[src/rtl/arc_pkg.sv]
// Constants of the converter register interface.
// Assumes an 8-bit register port on the 25 MHz CPU clock.
//
// Notes on behaviour
// - Done flag sets on completion; clears on result_high read or any status write.
// - Done flag at bit 7 is read-only; other status bits read and write.
// - Reset loads zero into all three registers.
// - Status bit 6 is the fast clock select, combined with quarter select.
// - Low register bit 3 is quarter select; clock is full, half or quarter.
// - Status bit 5 switches the converter on when one.
// - Status bits 2 to 0 select analog input 0 to 7 in binary.
// - result_high reads result bits 9 down to 2.
// - Low register bits 1 and 0 read result bits 1 and 0.
// - Low register bits 7 to 4 and 2 always read zero.
// - Registers decode at 34h, 35h and 36h.
// - While on, the selected channel converts continuously, each result setting done.
// - A channel change aborts the conversion, clears done and restarts; one landing in the start cycle aborts with no restart.
package arc_pkg;
	localparam int          ADDR_W        = 16;
	localparam logic [15:0] ADDR_CSR      = 16'h0034;
	localparam logic [15:0] ADDR_RES_HIGH = 16'h0035;
	localparam logic [15:0] ADDR_RES_LOW  = 16'h0036;
	localparam logic [15:0] ADDR_IRQ_STAT = 16'h0037;
	localparam logic [15:0] ADDR_IRQ_EN   = 16'h0038;
	localparam logic [15:0] ADDR_IRQ_CLR  = 16'h0039;
	localparam int          CSR_DONE      = 7;
	localparam int          CSR_FAST      = 6;
	localparam int          CSR_ON        = 5;
	localparam int          CSR_CH_LSB    = 0;
	localparam int          CH_W          = 3;
	localparam int          LOW_QUARTER   = 3;
	localparam logic [7:0]  CSR_RESET     = 8'h00;
	localparam logic [7:0]  CSR_WMASK     = 8'h7f;
	localparam logic [9:0]  RESULT_RESET  = 10'h000;
	localparam int          IRQ_W         = 2;
	localparam int          IRQ_DONE      = 0;
	localparam int          IRQ_ABORT     = 1;
	localparam logic [1:0]  DIV_FULL      = 2'h0;
	localparam logic [1:0]  DIV_HALF      = 2'h1;
	localparam logic [1:0]  DIV_QUARTER   = 2'h2;
	typedef enum logic [1:0]
	{
		ARC_IDLE  = 2'b00,
		ARC_START = 2'b01,
		ARC_BUSY  = 2'b10
	} arc_state_t;
endpackage

[src/rtl/arc_clkdiv.sv]
// Converter clock enable: full, half or quarter of the CPU clock.
// Assumes the select is steady over a conversion; a change keeps the running phase.
`timescale 1ns/1ps
`default_nettype none
module arc_clkdiv
	import arc_pkg::*;
(
	// Clock and reset
	input  wire logic       clk,
	input  wire logic       rst,
	// Control
	input  wire logic       run,
	input  wire logic [1:0] div_sel,
	// Converter tick
	output logic            tick
);
	logic [1:0] phase;

	always_ff @(posedge clk)
	begin
		if (rst || !run)
			phase <= 2'h0;
		else
			phase <= phase + 2'h1;
	end

	always_comb
	begin
		case (div_sel)
			DIV_FULL:    tick = run;
			DIV_HALF:    tick = run && phase[0];
			default:     tick = run && (phase == 2'h3);
		endcase
	end
endmodule
`default_nettype wire

[src/rtl/arc_irq.sv]
// Sticky event status with enable and write-one-to-clear.
// Set wins over a clear landing in the same cycle.
`timescale 1ns/1ps
`default_nettype none
module arc_irq
	import arc_pkg::*;
(
	// Clock and reset
	input  wire logic             clk,
	input  wire logic             rst,
	// Events and software access
	input  wire logic [IRQ_W-1:0] event_in,
	input  wire logic [IRQ_W-1:0] clear,
	input  wire logic             en_write,
	input  wire logic [IRQ_W-1:0] en_data,
	// State
	output logic      [IRQ_W-1:0] status,
	output logic      [IRQ_W-1:0] enable,
	output logic                  irq
);
	genvar i;
	generate
		for (i = 0; i < IRQ_W; i++)
		begin : g_bit
			always_ff @(posedge clk)
			begin
				if (rst)
					status[i] <= 1'b0;
				else if (event_in[i])
					status[i] <= 1'b1;
				else if (clear[i])
					status[i] <= 1'b0;
			end
		end
	endgenerate

	always_ff @(posedge clk)
	begin
		if (rst)
			enable <= '0;
		else if (en_write)
			enable <= en_data;
	end

	always_ff @(posedge clk)
	begin
		if (rst)
			irq <= 1'b0;
		else
			irq <= |(status & enable);
	end
endmodule
`default_nettype wire

[src/rtl/arc_top.sv]
// Converter register interface and conversion sequencing.
// Assumes a same-clock register port and a synchronous analog core
// that answers a start request with a one-cycle done strobe.
`timescale 1ns/1ps
`default_nettype none
module arc_top
	import arc_pkg::*;
(
	// Clock and reset
	input  wire logic              CLOCK,
	input  wire logic              SYS_RST,
	// Register port
	input  wire logic [ADDR_W-1:0] ADDR,
	input  wire logic [7:0]        WDATA,
	input  wire logic              WR,
	input  wire logic              RD,
	output logic      [7:0]        RDATA,
	// Analog core
	output logic                   CONV_START,
	output logic                   CONV_ABORT,
	output logic      [CH_W-1:0]   CONV_CHANNEL,
	output logic                   CONV_POWER,
	output logic                   CONV_TICK,
	input  wire logic              CONV_DONE,
	input  wire logic [9:0]        CONV_RESULT,
	// Interrupt
	output logic                   IRQ
);
	logic [7:0]       csr;
	logic             quarter;
	logic [9:0]       result;
	arc_state_t       state;
	arc_state_t       next_state;
	logic             wr_csr;
	logic             rd_high;
	logic             ch_change;
	logic             done_evt;
	logic             tick;
	logic [1:0]       div_sel;
	logic [IRQ_W-1:0] irq_status;
	logic [IRQ_W-1:0] irq_enable;
	logic             irq_int;

	// Address decode
	assign wr_csr    = WR && (ADDR == ADDR_CSR);
	assign rd_high   = RD && (ADDR == ADDR_RES_HIGH);
	assign ch_change = wr_csr && csr[CSR_ON]
		&& (WDATA[CH_W-1:0] != csr[CH_W-1:0]);
	// A done strobe outside a live conversion or under abort is stale
	assign done_evt  = CONV_DONE && (state == ARC_BUSY) && csr[CSR_ON] && !ch_change
		&& !(wr_csr && !WDATA[CSR_ON]);

	// Writable control bits; done flag kept apart
	always_ff @(posedge CLOCK)
	begin
		if (SYS_RST)
			csr[6:0] <= CSR_RESET[6:0];
		else if (wr_csr)
			csr[6:0] <= WDATA[6:0] & CSR_WMASK[6:0];
	end

	// Done flag: completion wins over a same-cycle clear
	always_ff @(posedge CLOCK)
	begin
		if (SYS_RST)
			csr[CSR_DONE] <= 1'b0;
		else if (done_evt)
			csr[CSR_DONE] <= 1'b1;
		else if (wr_csr || rd_high)
			csr[CSR_DONE] <= 1'b0;
	end

	// Quarter select in the low data register
	always_ff @(posedge CLOCK)
	begin
		if (SYS_RST)
			quarter <= 1'b0;
		else if (WR && (ADDR == ADDR_RES_LOW))
			quarter <= WDATA[LOW_QUARTER];
	end

	// Result capture on the core's strobe
	always_ff @(posedge CLOCK)
	begin
		if (SYS_RST)
			result <= RESULT_RESET;
		else if (done_evt)
			result <= CONV_RESULT;
	end

	// Clock rate: quarter overrides fast
	always_comb
	begin
		if (quarter)
			div_sel = DIV_QUARTER;
		else if (csr[CSR_FAST])
			div_sel = DIV_FULL;
		else
			div_sel = DIV_HALF;
	end

	arc_clkdiv u_div
	(
		.clk     (CLOCK),
		.rst     (SYS_RST),
		.run     (csr[CSR_ON]),
		.div_sel (div_sel),
		.tick    (tick)
	);

	// Continuous conversion sequencer
	always_comb
	begin
		next_state = state;
		case (state)
			ARC_IDLE:
				if (csr[CSR_ON])
					next_state = ARC_START;
			ARC_START:
				next_state = ARC_BUSY;
			ARC_BUSY:
				if (CONV_DONE || ch_change)
					next_state = ARC_START;
			default:
				next_state = ARC_IDLE;
		endcase
		if (!csr[CSR_ON] || (wr_csr && !WDATA[CSR_ON]))
			next_state = ARC_IDLE;
	end

	always_ff @(posedge CLOCK)
	begin
		if (SYS_RST)
			state <= ARC_IDLE;
		else
			state <= next_state;
	end

	// Core strobes are registered so the outputs come from flip-flops
	always_ff @(posedge CLOCK)
	begin
		if (SYS_RST)
		begin
			CONV_START <= 1'b0;
			CONV_ABORT <= 1'b0;
		end
		else
		begin
			CONV_START <= (next_state == ARC_START);
			CONV_ABORT <= ch_change && (state != ARC_IDLE);
		end
	end

	always_ff @(posedge CLOCK)
	begin
		if (SYS_RST)
		begin
			CONV_CHANNEL <= '0;
			CONV_POWER   <= 1'b0;
			CONV_TICK    <= 1'b0;
		end
		else
		begin
			CONV_CHANNEL <= csr[CH_W-1:0];
			CONV_POWER   <= csr[CSR_ON];
			CONV_TICK    <= tick;
		end
	end

	// Read data one cycle after the strobe; unmapped reads give zero
	always_ff @(posedge CLOCK)
	begin
		if (SYS_RST)
			RDATA <= 8'h00;
		else if (RD)
		begin
			case (ADDR)
				ADDR_CSR:      RDATA <= csr;
				ADDR_RES_HIGH: RDATA <= result[9:2];
				ADDR_RES_LOW:  RDATA <= {4'h0, quarter, 1'b0, result[1:0]};
				ADDR_IRQ_STAT: RDATA <= {6'h00, irq_status};
				ADDR_IRQ_EN:   RDATA <= {6'h00, irq_enable};
				default:       RDATA <= 8'h00;
			endcase
		end
		else
			RDATA <= 8'h00;
	end

	arc_irq u_irq
	(
		.clk      (CLOCK),
		.rst      (SYS_RST),
		.event_in ({ch_change && (state != ARC_IDLE), done_evt}),
		.clear    ((WR && (ADDR == ADDR_IRQ_CLR)) ? WDATA[IRQ_W-1:0] : '0),
		.en_write (WR && (ADDR == ADDR_IRQ_EN)),
		.en_data  (WDATA[IRQ_W-1:0]),
		.status   (irq_status),
		.enable   (irq_enable),
		.irq      (irq_int)
	);

	assign IRQ = irq_int;
endmodule
`default_nettype wire

[config.mk]
export PLATFORM = sky130hd
export DESIGN_NAME = arc_top
export DESIGN_NICKNAME = d
export VERILOG_FILES = /design/src/rtl/arc_pkg.sv /design/src/rtl/arc_clkdiv.sv /design/src/rtl/arc_irq.sv /design/src/rtl/arc_top.sv
export SDC_FILE = /design/constraint.sdc
export NUM_CORES = 1
export LEC_CHECK = 0
export BUFFER_PORTS_ARGS = -buffer_cell sky130_fd_sc_hd__buf_2
export CORE_ASPECT_RATIO = 0.8
export CORE_UTILIZATION = 49
export CTS_BUF_LIST = sky130_fd_sc_hd__clkbuf_4 sky130_fd_sc_hd__clkbuf_8
export DETAILED_ROUTE_END_ITERATION = 10
export GPL_TIMING_DRIVEN = 0
export PLACE_DENSITY = 0.77
export REMOVE_ABC_BUFFERS = 1
export SETUP_SLACK_MARGIN = 0.3
export SLEW_MARGIN = 20
export SYNTH_ARGS = -nofsm -noshare
export SYNTH_HDL_FRONTEND = slang
export SYNTH_SLANG_ARGS = --single-unit
[constraint.sdc]
create_clock -name CLOCK -period 1.4 [get_ports CLOCK]
set_input_delay 0.21 -clock CLOCK [delete_from_list [all_inputs] [get_ports CLOCK]]
set_output_delay 0.21 -clock CLOCK [all_outputs]
set_load 0.01 [all_outputs]
==> results of run 1 <==
-- placed cells by master, fill, tap and decap left out, drive strengths merged, types with 4 or more instances in the layout --
cell type  netlist  routed
nand4           14      14
a22oi           11      11
and4             2       5
o21ai           26      26
and3             4       4
clkbuf          13       9
nor3b           12      13
a21oi           16      16
nand3b           4       4
buf              5      68
nor2b           21      21
dfxtp           43      43
nor2             8       8
nand3           25      25
nand2b           4       4
mux2i            6       6
-- state kept, by name, indices dropped and copies added, names as in the netlist, 2 cells and up --
name	count
CONV_CHANNEL	3
u_div.phase	2
csr	8
u_irq.enable	2
u_irq.status	2
result	10
RDATA	8
state	2
-- tightest hold or removal path, stage by stage --
cell,delay (ns)
buf_2,0.10
nand3_2,0.07
a21oi_2,0.04
-- cells by family (layout without fill, tap and decap cells) --
logic type | count (synthesis) | after routing | share of synthesized area (%)
XOR/XNOR | 3 | 3 | 1.22
AND/OR/NAND/NOR | 109 | 114 | 32.8
multiplexers | 8 | 8 | 3.85
adder cells (fa/ha/maj) | 1 | 1 | 0.583
flip-flops | 43 | 43 | 40.1
buffers and inverters | 21 | 80 | 3.79
AO/OA/AOI/OAI | 64 | 64 | 17.7
-- what timing repair did --
item                                    in CTS  in global routing
buffers inserted                            13                  2
pin swaps                                   27                  6
endpoints found under the setup margin      32                 35
resized for setup                           56                 37
hold buffers                                 0                  0
gates cloned                                 5                  1
-- per-layer routing --
layer	up-vias	part of all wire (%)	wire, um	global-route usage, %
li1	1062	-	-	-
met1	1116	42	2870	36.9
met2	136	46	3170	46.2
met3	13	11	742	6.81
met4	0	1.7	116	12.9
met5	-	0	0	0
-- power groups by stage --
| stage | Combinational (uW) | Clock [uW] | Sequential, uW |
|---|---|---|---|
| after floorplan | 56.2 | 0 | 1250 |
| after global placement | 166 | 0 | 1250 |
| after detailed placement | 168 | 0 | 1250 |
| after CTS | 218 | 895 | 1220 |
| after global routing | 253 | 962 | 1220 |
| final | 241 | 907 | 1220 |
-- stage by stage --
stage	utilization (%)	cells	total power [uW]	setup WS, ns	hold WS (ns)
floorplan	-	231	1310	-0.275	0.279
global placement	57.4	341	1420	-0.990	0.436
detailed placement	57.4	341	1420	-0.965	0.455
CTS	68.5	367	2330	0.0834	0.158
global route	72.3	370	2430	0.0116	0.167
finish	72.3	370	2370	0.0599	0.159
-- path summary, 6_finish.rpt --
check	startpoint	to	slack, ns	cells past startpoint
worst min register to register	u_div.phase[0]$_SDFF_PP0_	u_div.phase[0]$_SDFF_PP0_	0.46	1
worst min-delay path	WDATA[4]	csr[4]$_SDFFE_PP0N_	0.16	3
worst max-delay path	ADDR[7]	state[0]$_SDFF_PP0_	0.06	5
worst max register to register	csr[1]$_SDFFE_PP0N_	state[0]$_SDFF_PP0_	0.07	4
-- synth_stat cells (all sizes together) (3+ instances only) --
master	count
xnor2	3
a22oi	11
dfxtp	43
mux2i	6
and3	4
clkbuf	13
nand3	25
o21ai	26
nor2	8
a21oi	16
nand2	3
nand4	14
buf	5
nand3b	4
inv	3
nor3b	12
nor4b	3
nand2b	4
nor2b	21
-- final cells by class --
class                           count  area (um^2)
Multi-Input combinational cell    190         1560
Timing Repair Buffer               69          419
Sequential cell                    43          871
Tap cell                           57         71.3
Fill cell                         300         1170
Clock buffer                        8          104
Inverter                            3         11.3
==> impl_results.md, run 1 <==
- Number of setup violations in the final report: 0
- Total Die Area: about 4600 um^2
- Net switching power: 584 uW
- Biggest fanout along the worst timing path: 3
- Combinational fraction of design power: 10.2%
- Shortest period the worst path allows: roughly 1.3 ns
- Number of rows created at floorplan: 21
- Cells after synthesis: 249
- Maximum single-stage delay on the critical path: 0.44 ns
- Final HPWL from detailed placement: 3510 um
- Count of buffer and inverter cells on the critical path: 1
- Max VDD drop: 0.465 mV
- DRC violations left: 0
- Highest achievable clock rate: between 700 and 800 MHz
- Y dimension of the die: 61.2 um
- Post-Route Skew: 0.00463 ns
- Critical-path cell list: buf_2 > nor4_4 > nand4_2 > or3_4 > a211oi_2
- Max-slew violation total from the final report: 0
- Wire length of the first global-routing pass: 10,000 um
- Total internal power: between 1500 and 2000 uW
- Effective utilization at floorplan: 51.0%
- Number of enable-type register cells in the synthesized netlist: 0
- Category of the worst setup path launch point: input port
- Netlist area before placement: 2150 um^2
- Pwr per Cell Area: between 700 and 800 nW/um^2
- P&R area growth vs syn: 41.6%
- Final weighted congestion in routability-driven placement: between 0.8 and 0.9
- Clock network fraction of total power: between 30% and 40%
- Area of the core region: 4200 um^2
- DRT Wirelength: 6900 um
- Maximum number of pins on one net before global-route repair: 40
- DR vias/cell: 6.29
- Sequential-to-total area share from yosys stat: 40.1%
- Wirelength per Cell: ~19 um
- Clock tree from TritonCTS: built
- Final worst path period share: 95.7%
- Clock slew at reported path FFs: 0.08 ns
- Switching Share: about 25%
- Critical path class: input port to register
- Port Buf Inserts: 53
- Number of endpoints with negative hold slack in the final report: 0
- Post-Place Cell Area: 2410 um^2
- Area of all placed cells without fillers: around 3000 um^2
- Largest area contributor in the synthesized netlist: dfxtp_1
- Predominant post-synthesis flop cell: dfxtp_1
- Arrival time at the worst endpoint: 1.56 ns
- Slowest cell on crit path: or3_4
- Chip Width: 76.0 um
- Dominant delay contributor by cell family on the critical path: simple AND/OR/NAND/NOR gates
- Endpoint required time on the critical path: around 1.6 ns
- Flip-flop and latch count after synthesis: 43
- Outcome: finished clean
- Leakage dissipation: 0.00117 uW
- Post-route setup TNS: 0 ns
- Via count of the routed design: 2,327
- Total number of clock tree sinks: between 40 and 50
- Clock latency on the worst-skew pair: 0.30 ns
- TritonCTS buffer count: 5
- Mean area per synthesized cell: about 8.6 um^2
- Fraction of registers with async set or reset after synthesis: 0%
- Antenna fix cells: 0
- Number of I/O pins: 55
- Vias in the first global route: 2,071
- Count of cell types in the netlist: 43
- Class of the most critical hold timing path: input port to register
- Main area contributors after synthesis: dfxtp_1 (40%), nor2b_1 (6.1%), o21ai_0 (6.1%)
- Number of antenna violations at the first check in global routing: 0
- Remaining max-slew budget at the tightest pin: 49.8%
- Sequential power share: 51.5%
- H-tree levels: 2
- Transition time at the pin with the least slew margin: 0.749 ns
- Root buffer cell: clkbuf_8
- Maximum clock insertion buffer count: 2
- First-iteration detailed-routing DRC count: approximately 350
- Yosys warns: 0
- Layout Nets: 352
- Ratio of cells with drive above 1 in the final layout: 47.0%
- Max-cap violation count: 0
- Fraction of post-synthesis cell area in the top cell type by area: 40.1%
- Kind of capture point of the worst setup path: register
- Unrepaired setup endpoints after global routing: yes
- Overall overflow remaining after global route: 0
- Overall track demand over capacity in global routing: 28.4%
- DRT antenna net count: 0
- DR pass1 iterations: 5
No activity file was read; power rests on OpenSTA's default activity.
==> inputs of run 2 (changes only) <==
--- a/config.mk
+++ b/config.mk
@@ -13,7 +13,6 @@
 export GPL_TIMING_DRIVEN = 0
 export PLACE_DENSITY = 0.77
 export REMOVE_ABC_BUFFERS = 1
-export SETUP_SLACK_MARGIN = 0.3
 export SLEW_MARGIN = 20
 export SYNTH_ARGS = -nofsm -noshare
 export SYNTH_HDL_FRONTEND = slang
==> run 2 against run 1 <==
  * Routed wire length fell by 12%
  * Clock power fell by 1%
  * Sequential share of layout area rose by 3.1 points
  * Global-route usage down 2.5 points
  * Count of clock-buffer cells in the layout unchanged
  * Die area unchanged
  * Critical path depth down 1
  * Maximum frequency fell by 2.5%
  * Critical path type is now register to register
==> impl_results.md, run 2 (synthesis gave the netlist of run 1 again) <==
- Final worst slack: roughly 0.025 ns
- Overall track demand over capacity in global routing: 26.0%
- Transition time at the pin with the least slew margin: slightly below 0.8 ns
- Max VDD drop: 0.507 mV
- Number of I/O pins: 55
- Most Used Layer, Global Route: met2
- Root buffer cell: clkbuf_8
- Remaining max-slew budget at the tightest pin: 48.4%
- Category of the worst setup path launch point: register
- Ratio of cells with drive above 1 in the final layout: between 30 and 40%
- Antenna fix cells: 0
- Pwr per Cell Area: around 850 nW/um^2
- Shortest period the worst path allows: around 1.4 ns
- H-tree levels: 2
- Outcome: finished clean
- Number of antenna violations at the first check in global routing: 0
- Wire length of the first global-routing pass: 9270 um
- Biggest fanout along the worst timing path: 4
- Max-cap violation count: 0
- Total Die Area: between 4000 and 5000 um^2
- Layout Nets: approximately 340
- Number of flip-flops under the largest register name: 10
- DR vias/cell: 6.14
- Final worst path period share: 98.2%
- Most common library cell in the layout ignoring fill and taps: buf_2
- Post-Route Skew: 0.00570 ns
- Number of setup violations in the final report: 0
- Vias in the first global route: around 2,000
- Number of rows created at floorplan: 21
- DRT Wirelength: 6100 um
- Count of buffer and inverter cells on the critical path: 0
- Total internal power: 1770 uW
- Area of all placed cells without fillers: 2730 um^2
- Met1 Use GR: between 30% and 40%
- Clock tree from TritonCTS: built
- Combinational fraction of design power: 8.8%
- Wirelength per Cell: 16.9 um
- Clock slew at reported path FFs: 0.08 ns
- Sequential power share: 52.6%
- Final weighted congestion in routability-driven placement: 0.859
- Arrival time at the worst endpoint: 1.60 ns
- Unrepaired setup endpoints after global routing: yes
- DRT antenna net count: 0
- Via count of the routed design: 2,212
- Switching Share: 23.6%
- First-iteration detailed-routing DRC count: around 170
- Number of hold-repair buffers added at the cts stage: 0
- TritonCTS buffer count: 5
- Maximum clock insertion buffer count: 2
- Post-Place Cell Area: 2410 um^2
- Final hold slack: 0.166 ns
- Registers with the most flip-flops: result (10), RDATA (8), csr (8)
- Slowest cell on crit path: or3_4
- Global Route met2 Usage: 42.5%
- Effective utilization at floorplan: 51.0%
- Leakage dissipation: between 0.001 and 0.0015 uW
- Class of the most critical hold timing path: input port to register
- Post-placement worst setup slack: -0.965 ns
- Clock network fraction of total power: 38.6%
- Critical path class: register to register
- Reg with most FFs: result
- Dominant delay contributor by cell family on the critical path: simple AND/OR/NAND/NOR gates
- Kind of capture point of the worst setup path: register
- DR pass1 iterations: 5
- Critical-path cell list: xnor2_1 > and3_4 > or3_4 > a211oi_2
- Final HPWL from detailed placement: 3510 um
- Top library cells by usage in the layout, fill and taps aside: buf_2 (53), dfxtp_1 (39), o21ai_0 (26)
- Overall overflow remaining after global route: 0
- Chip Width: 76.0 um
- Port Buf Inserts: 53
- Number of endpoints with negative hold slack in the final report: 0
- Y dimension of the die: 61.2 um
- Highest achievable clock rate: 728 MHz
- Post-route setup TNS: 0 ns
- Total number of clock tree sinks: 43
- Area of the core region: approximately 4200 um^2
- Endpoint required time on the critical path: between 1.5 and 2 ns
- Maximum number of pins on one net before global-route repair: 40
- Max-slew violation total from the final report: 0
- Maximum single-stage delay on the critical path: 0.40 ns
- DRC violations left: 0
- Met3 usage in global routing: 5.63%
- Net switching power: 547 uW
- Final Core Density: 65.0%
- Clock latency on the worst-skew pair: 0.30 ns
- P&R area growth vs syn: 27.3%
[run 2: changes by cell type in the layout (fill, tap and decap cells not counted), moves of 5 or more]
cell,before,now
o21ai_0,16,26
a21oi_1,8,16
a21oi_2,8,0
nand3_1,17,25
buf_6,7,0
nand3_2,7,0
nor3b_1,0,5
o21ai_1,5,0
o21ai_2,5,0
[run 2: worst paths after layout]
kind	from	to	slack [ns]	cells after the start
worst min-delay path	WDATA[6]	csr[6]$_SDFFE_PP0N_	0.17	3
worst max-delay path	csr[0]$_SDFFE_PP0N_	CONV_START$_SDFF_PP0_	0.03	4
worst min register to register	u_div.phase[0]$_SDFF_PP0_	u_div.phase[0]$_SDFF_PP0_	0.46	1
worst max register to register	csr[0]$_SDFFE_PP0N_	CONV_START$_SDFF_PP0_	0.03	4
[run 2: power groups by stage]
stage                     Combinational, uW  Clock (uW)  Sequential, uW
after floorplan                        56.2           0            1250
after global placement                  166           0            1250
after detailed placement                168           0            1250
after CTS                               184         895            1220
after global routing                    217         954            1220
final                                   204         895            1220
[run 2: repair_timing]
action	in CTS	in global routing
setup endpoints to repair	31	15
gates resized for setup	8	20
cloned	2	1
buffers inserted	6	2
pin swaps	2	5
[run 2: layout make-up]
type	count	area [um^2]
fillers	354	1470
multi-input cells	188	1350
flip-flops and latches	43	868
repair buffers	61	325
clock buffers	8	104
well taps	57	71.3
inverters	3	11.3
[run 2: layer usage]
| metal | vias up | wire length, um |
|---|---|---|
| li1 | 1042 | - |
| met1 | 1038 | 2600 |
| met2 | 116 | 2830 |
| met3 | 16 | 553 |
| met4 | 0 | 119 |
| met5 | - | 0 |
[run 2: worst register-to-register path: stages (launching register included)]
cell,delay (ns)
dfxtp_2,0.35
xnor2_1,0.15
and3_4,0.19
or3_4,0.40
a211oi_2,0.21
[run 2: stage by stage]
stage	power, uW	std cells
CTS	2300	357
detailed placement	1420	341
floorplan	1310	231
global route	2390	360
finish	2320	360
global placement	1420	341
==> inputs of run 3 (changes only) <==
--- a/config.mk
+++ b/config.mk
@@ -7,11 +7,11 @@
 export LEC_CHECK = 0
 export BUFFER_PORTS_ARGS = -buffer_cell sky130_fd_sc_hd__buf_2
 export CORE_ASPECT_RATIO = 0.8
-export CORE_UTILIZATION = 49
+export CORE_UTILIZATION = 50
 export CTS_BUF_LIST = sky130_fd_sc_hd__clkbuf_4 sky130_fd_sc_hd__clkbuf_8
 export DETAILED_ROUTE_END_ITERATION = 10
 export GPL_TIMING_DRIVEN = 0
-export PLACE_DENSITY = 0.77
+export PLACE_DENSITY = 0.75
 export REMOVE_ABC_BUFFERS = 1
 export SLEW_MARGIN = 20
 export SYNTH_ARGS = -nofsm -noshare
==> constraint.sdc (replaced) <==
create_clock -name CLOCK -period 1.6 [get_ports CLOCK]
set_input_delay 0.24 -clock CLOCK [delete_from_list [all_inputs] [get_ports CLOCK]]
set_output_delay 0.24 -clock CLOCK [all_outputs]
set_load 0.01 [all_outputs]
==> run 3 against run 2 <==
  * Flip-flop and latch count unchanged
  * Routed wire length is 3.4% lower
  * Power is 17% lower
  * Maximum frequency decreased by 4.0%
  * Combinational power is 22% lower
  * Core utilization increased by 0.38 points
  * Hold slack improved by 0.034 ns
  * Largest cell class unchanged
==> impl_results.md, run 3 (synthesis gave the netlist of run 1 again) <==
- Clock network fraction of total power: between 30% and 40%
- Ratio of cells with drive above 1 in the final layout: 26.2%
- DR vias/cell: between 6 and 7
- Total Die Area: 4560 um^2
- DR pass1 iterations: 5
- Wire length of the first global-routing pass: 9430 um
- Via count of the routed design: 2,168
- Pwr per Cell Area: 749 nW/um^2
- Overall overflow remaining after global route: 0
- Unrepaired setup endpoints after global routing: no
- Total number of clock tree sinks: 43
- Y dimension of the die: 60.6 um
- Total internal power: 1470 uW
- Reg with most FFs: result
- Chip Width: 75.2 um
- H-tree levels: 2
- DRT antenna net count: 0
- Port Buf Inserts: 53
- Non-filler instance count after layout: 356
- Max-slew violation total from the final report: 0
- Clock latency on the worst-skew pair: 0.30 ns
- Highest achievable clock rate: 698 MHz
- Placed instance count: 339
- Combinational fraction of design power: around 8.3%
- Effective utilization at floorplan: around 54%
- Final HPWL from detailed placement: about 3500 um
- DRC violations left: 0
- Arrival time at the worst endpoint: 1.65 ns
- Most common library cell in the layout ignoring fill and taps: buf_2
- Clock slew at reported path FFs: 0.08 ns
- Number of hold-repair buffers added at the cts stage: 0
- Number of I/O pins: 55
- Number of antenna violations at the first check in global routing: 0
- Switching Share: 24.0%
- Outcome: finished clean
- Root buffer cell: clkbuf_8
- Endpoint required time on the critical path: 1.82 ns
- Registers with the most flip-flops: result (10), RDATA (8), csr (8)
- Wirelength per Cell: ~17 um
- Clock tree from TritonCTS: built
- Overall track demand over capacity in global routing: 28.3%
- Class of the most critical hold timing path: input port to register
- Category of the worst setup path launch point: register
- Kind of capture point of the worst setup path: register
- Filler Cell Count: 354
- Post-Route Skew: 0.00564 ns
- DRT Wirelength: 5890 um
- Top library cells by usage in the layout, fill and taps aside: buf_2 (53), dfxtp_1 (43), o21ai_0 (26)
- Post-Place Cell Area: 2410 um^2
- First-iteration detailed-routing DRC count: about 230
- Number of flip-flops under the largest register name: 10
- Transition time at the pin with the least slew margin: 0.791 ns
- Max VDD drop: 0.407 mV
- Number of endpoints with negative hold slack in the final report: 0
- Shortest period the worst path allows: 1.43 ns
- Area of all placed cells without fillers: between 2000 and 3000 um^2
- Number of setup violations in the final report: 0
- TritonCTS buffer count: 5
- Net switching power: ~460 uW
- Sequential power share: between 50% and 60%
- Final Core Density: around 65%
- Max-cap violation count: 0
- Maximum clock insertion buffer count: 2
- Critical path class: register to register
- Final worst path period share: 89.5%
- Final weighted congestion in routability-driven placement: between 0.8 and 0.9
- Layout Nets: 341
- Vias in the first global route: 1,927
- Maximum number of pins on one net before global-route repair: 40
- Area of the core region: 3950 um^2
- Leakage dissipation: 0.00103 uW
- Antenna fix cells: 0
- P&R area growth vs syn: 20.4%
- Number of rows created at floorplan: 20
- Biggest fanout along the worst timing path: 4
- Remaining max-slew budget at the tightest pin: a little under half
run 3: final timing paths:
check | start | to | slack, ns | cells past startpoint
setup / recovery | csr[2]$_SDFFE_PP0N_ | CONV_START$_SDFF_PP0_ | 0.17 | 4
hold / removal | WDATA[4] | csr[4]$_SDFFE_PP0N_ | 0.20 | 3
setup reg to reg | csr[2]$_SDFFE_PP0N_ | CONV_START$_SDFF_PP0_ | 0.17 | 4
hold reg to reg | u_div.phase[0]$_SDFF_PP0_ | u_div.phase[0]$_SDFF_PP0_ | 0.46 | 1
run 3: layout make-up:
class / instances / area [um^2] / share of cell area, %
clock buffer: 6 / 82.6 / 3.20
clock inverter: 1 / 5.00 / 0.194
inverter: 3 / 11.3 / 0.436
multi-input combinational: 187 / 1230 / 47.6
sequential: 43 / 861 / 33.3
tap: 55 / 68.8 / 2.66
timing repair buffer: 61 / 325 / 12.6
run 3: power groups by stage:
stage	sequential, uW	combinational, uW	clock, uW
finish	1070	160	706
CTS	1070	156	702
global route	1070	172	764
floorplan	1090	49.1	0
global placement	1090	145	0
detailed placement	1090	146	0
run 3: worst max-delay path, cell delays in order, from the launching register on:
cell and delay (ns):
dfxtp_1 0.35, xnor2_1 0.16, and3_1 0.22, or3_1 0.40
a211oi_1 0.21
run 3: stage by stage:
step	hold slack (ns)	total power [uW]	setup slack, ns	TNS (ns)
after floorplan	0.309	1140	-0.105	-0.250
after global placement	0.439	1240	-0.819	-12.99
after detailed placement	0.454	1240	-0.797	-12.83
after CTS	0.206	1930	0.0440	0
after global routing	0.212	2010	0.0390	0
final	0.200	1940	0.168	0
run 3: metal layers:
layer / vias up / wire length [um] / GRT usage, %
li1: 1029 / - / -
met1: 1014 / 2590 / 40.8
met2: 113 / 2610 / 42.9
met3: 12 / 598 / 4.98
met4: 0 / 91 / 10.1
met5: - / 0 / 0
run 3: repair_timing:
item | in CTS | in global routing
resized for setup | 1 | 2
hold endpoints to repair | 0 | 0
pin swaps | 3 | 1
setup endpoints to repair | 29 | 19
setup buffers | 5 | 3
cloned | 2 | 0
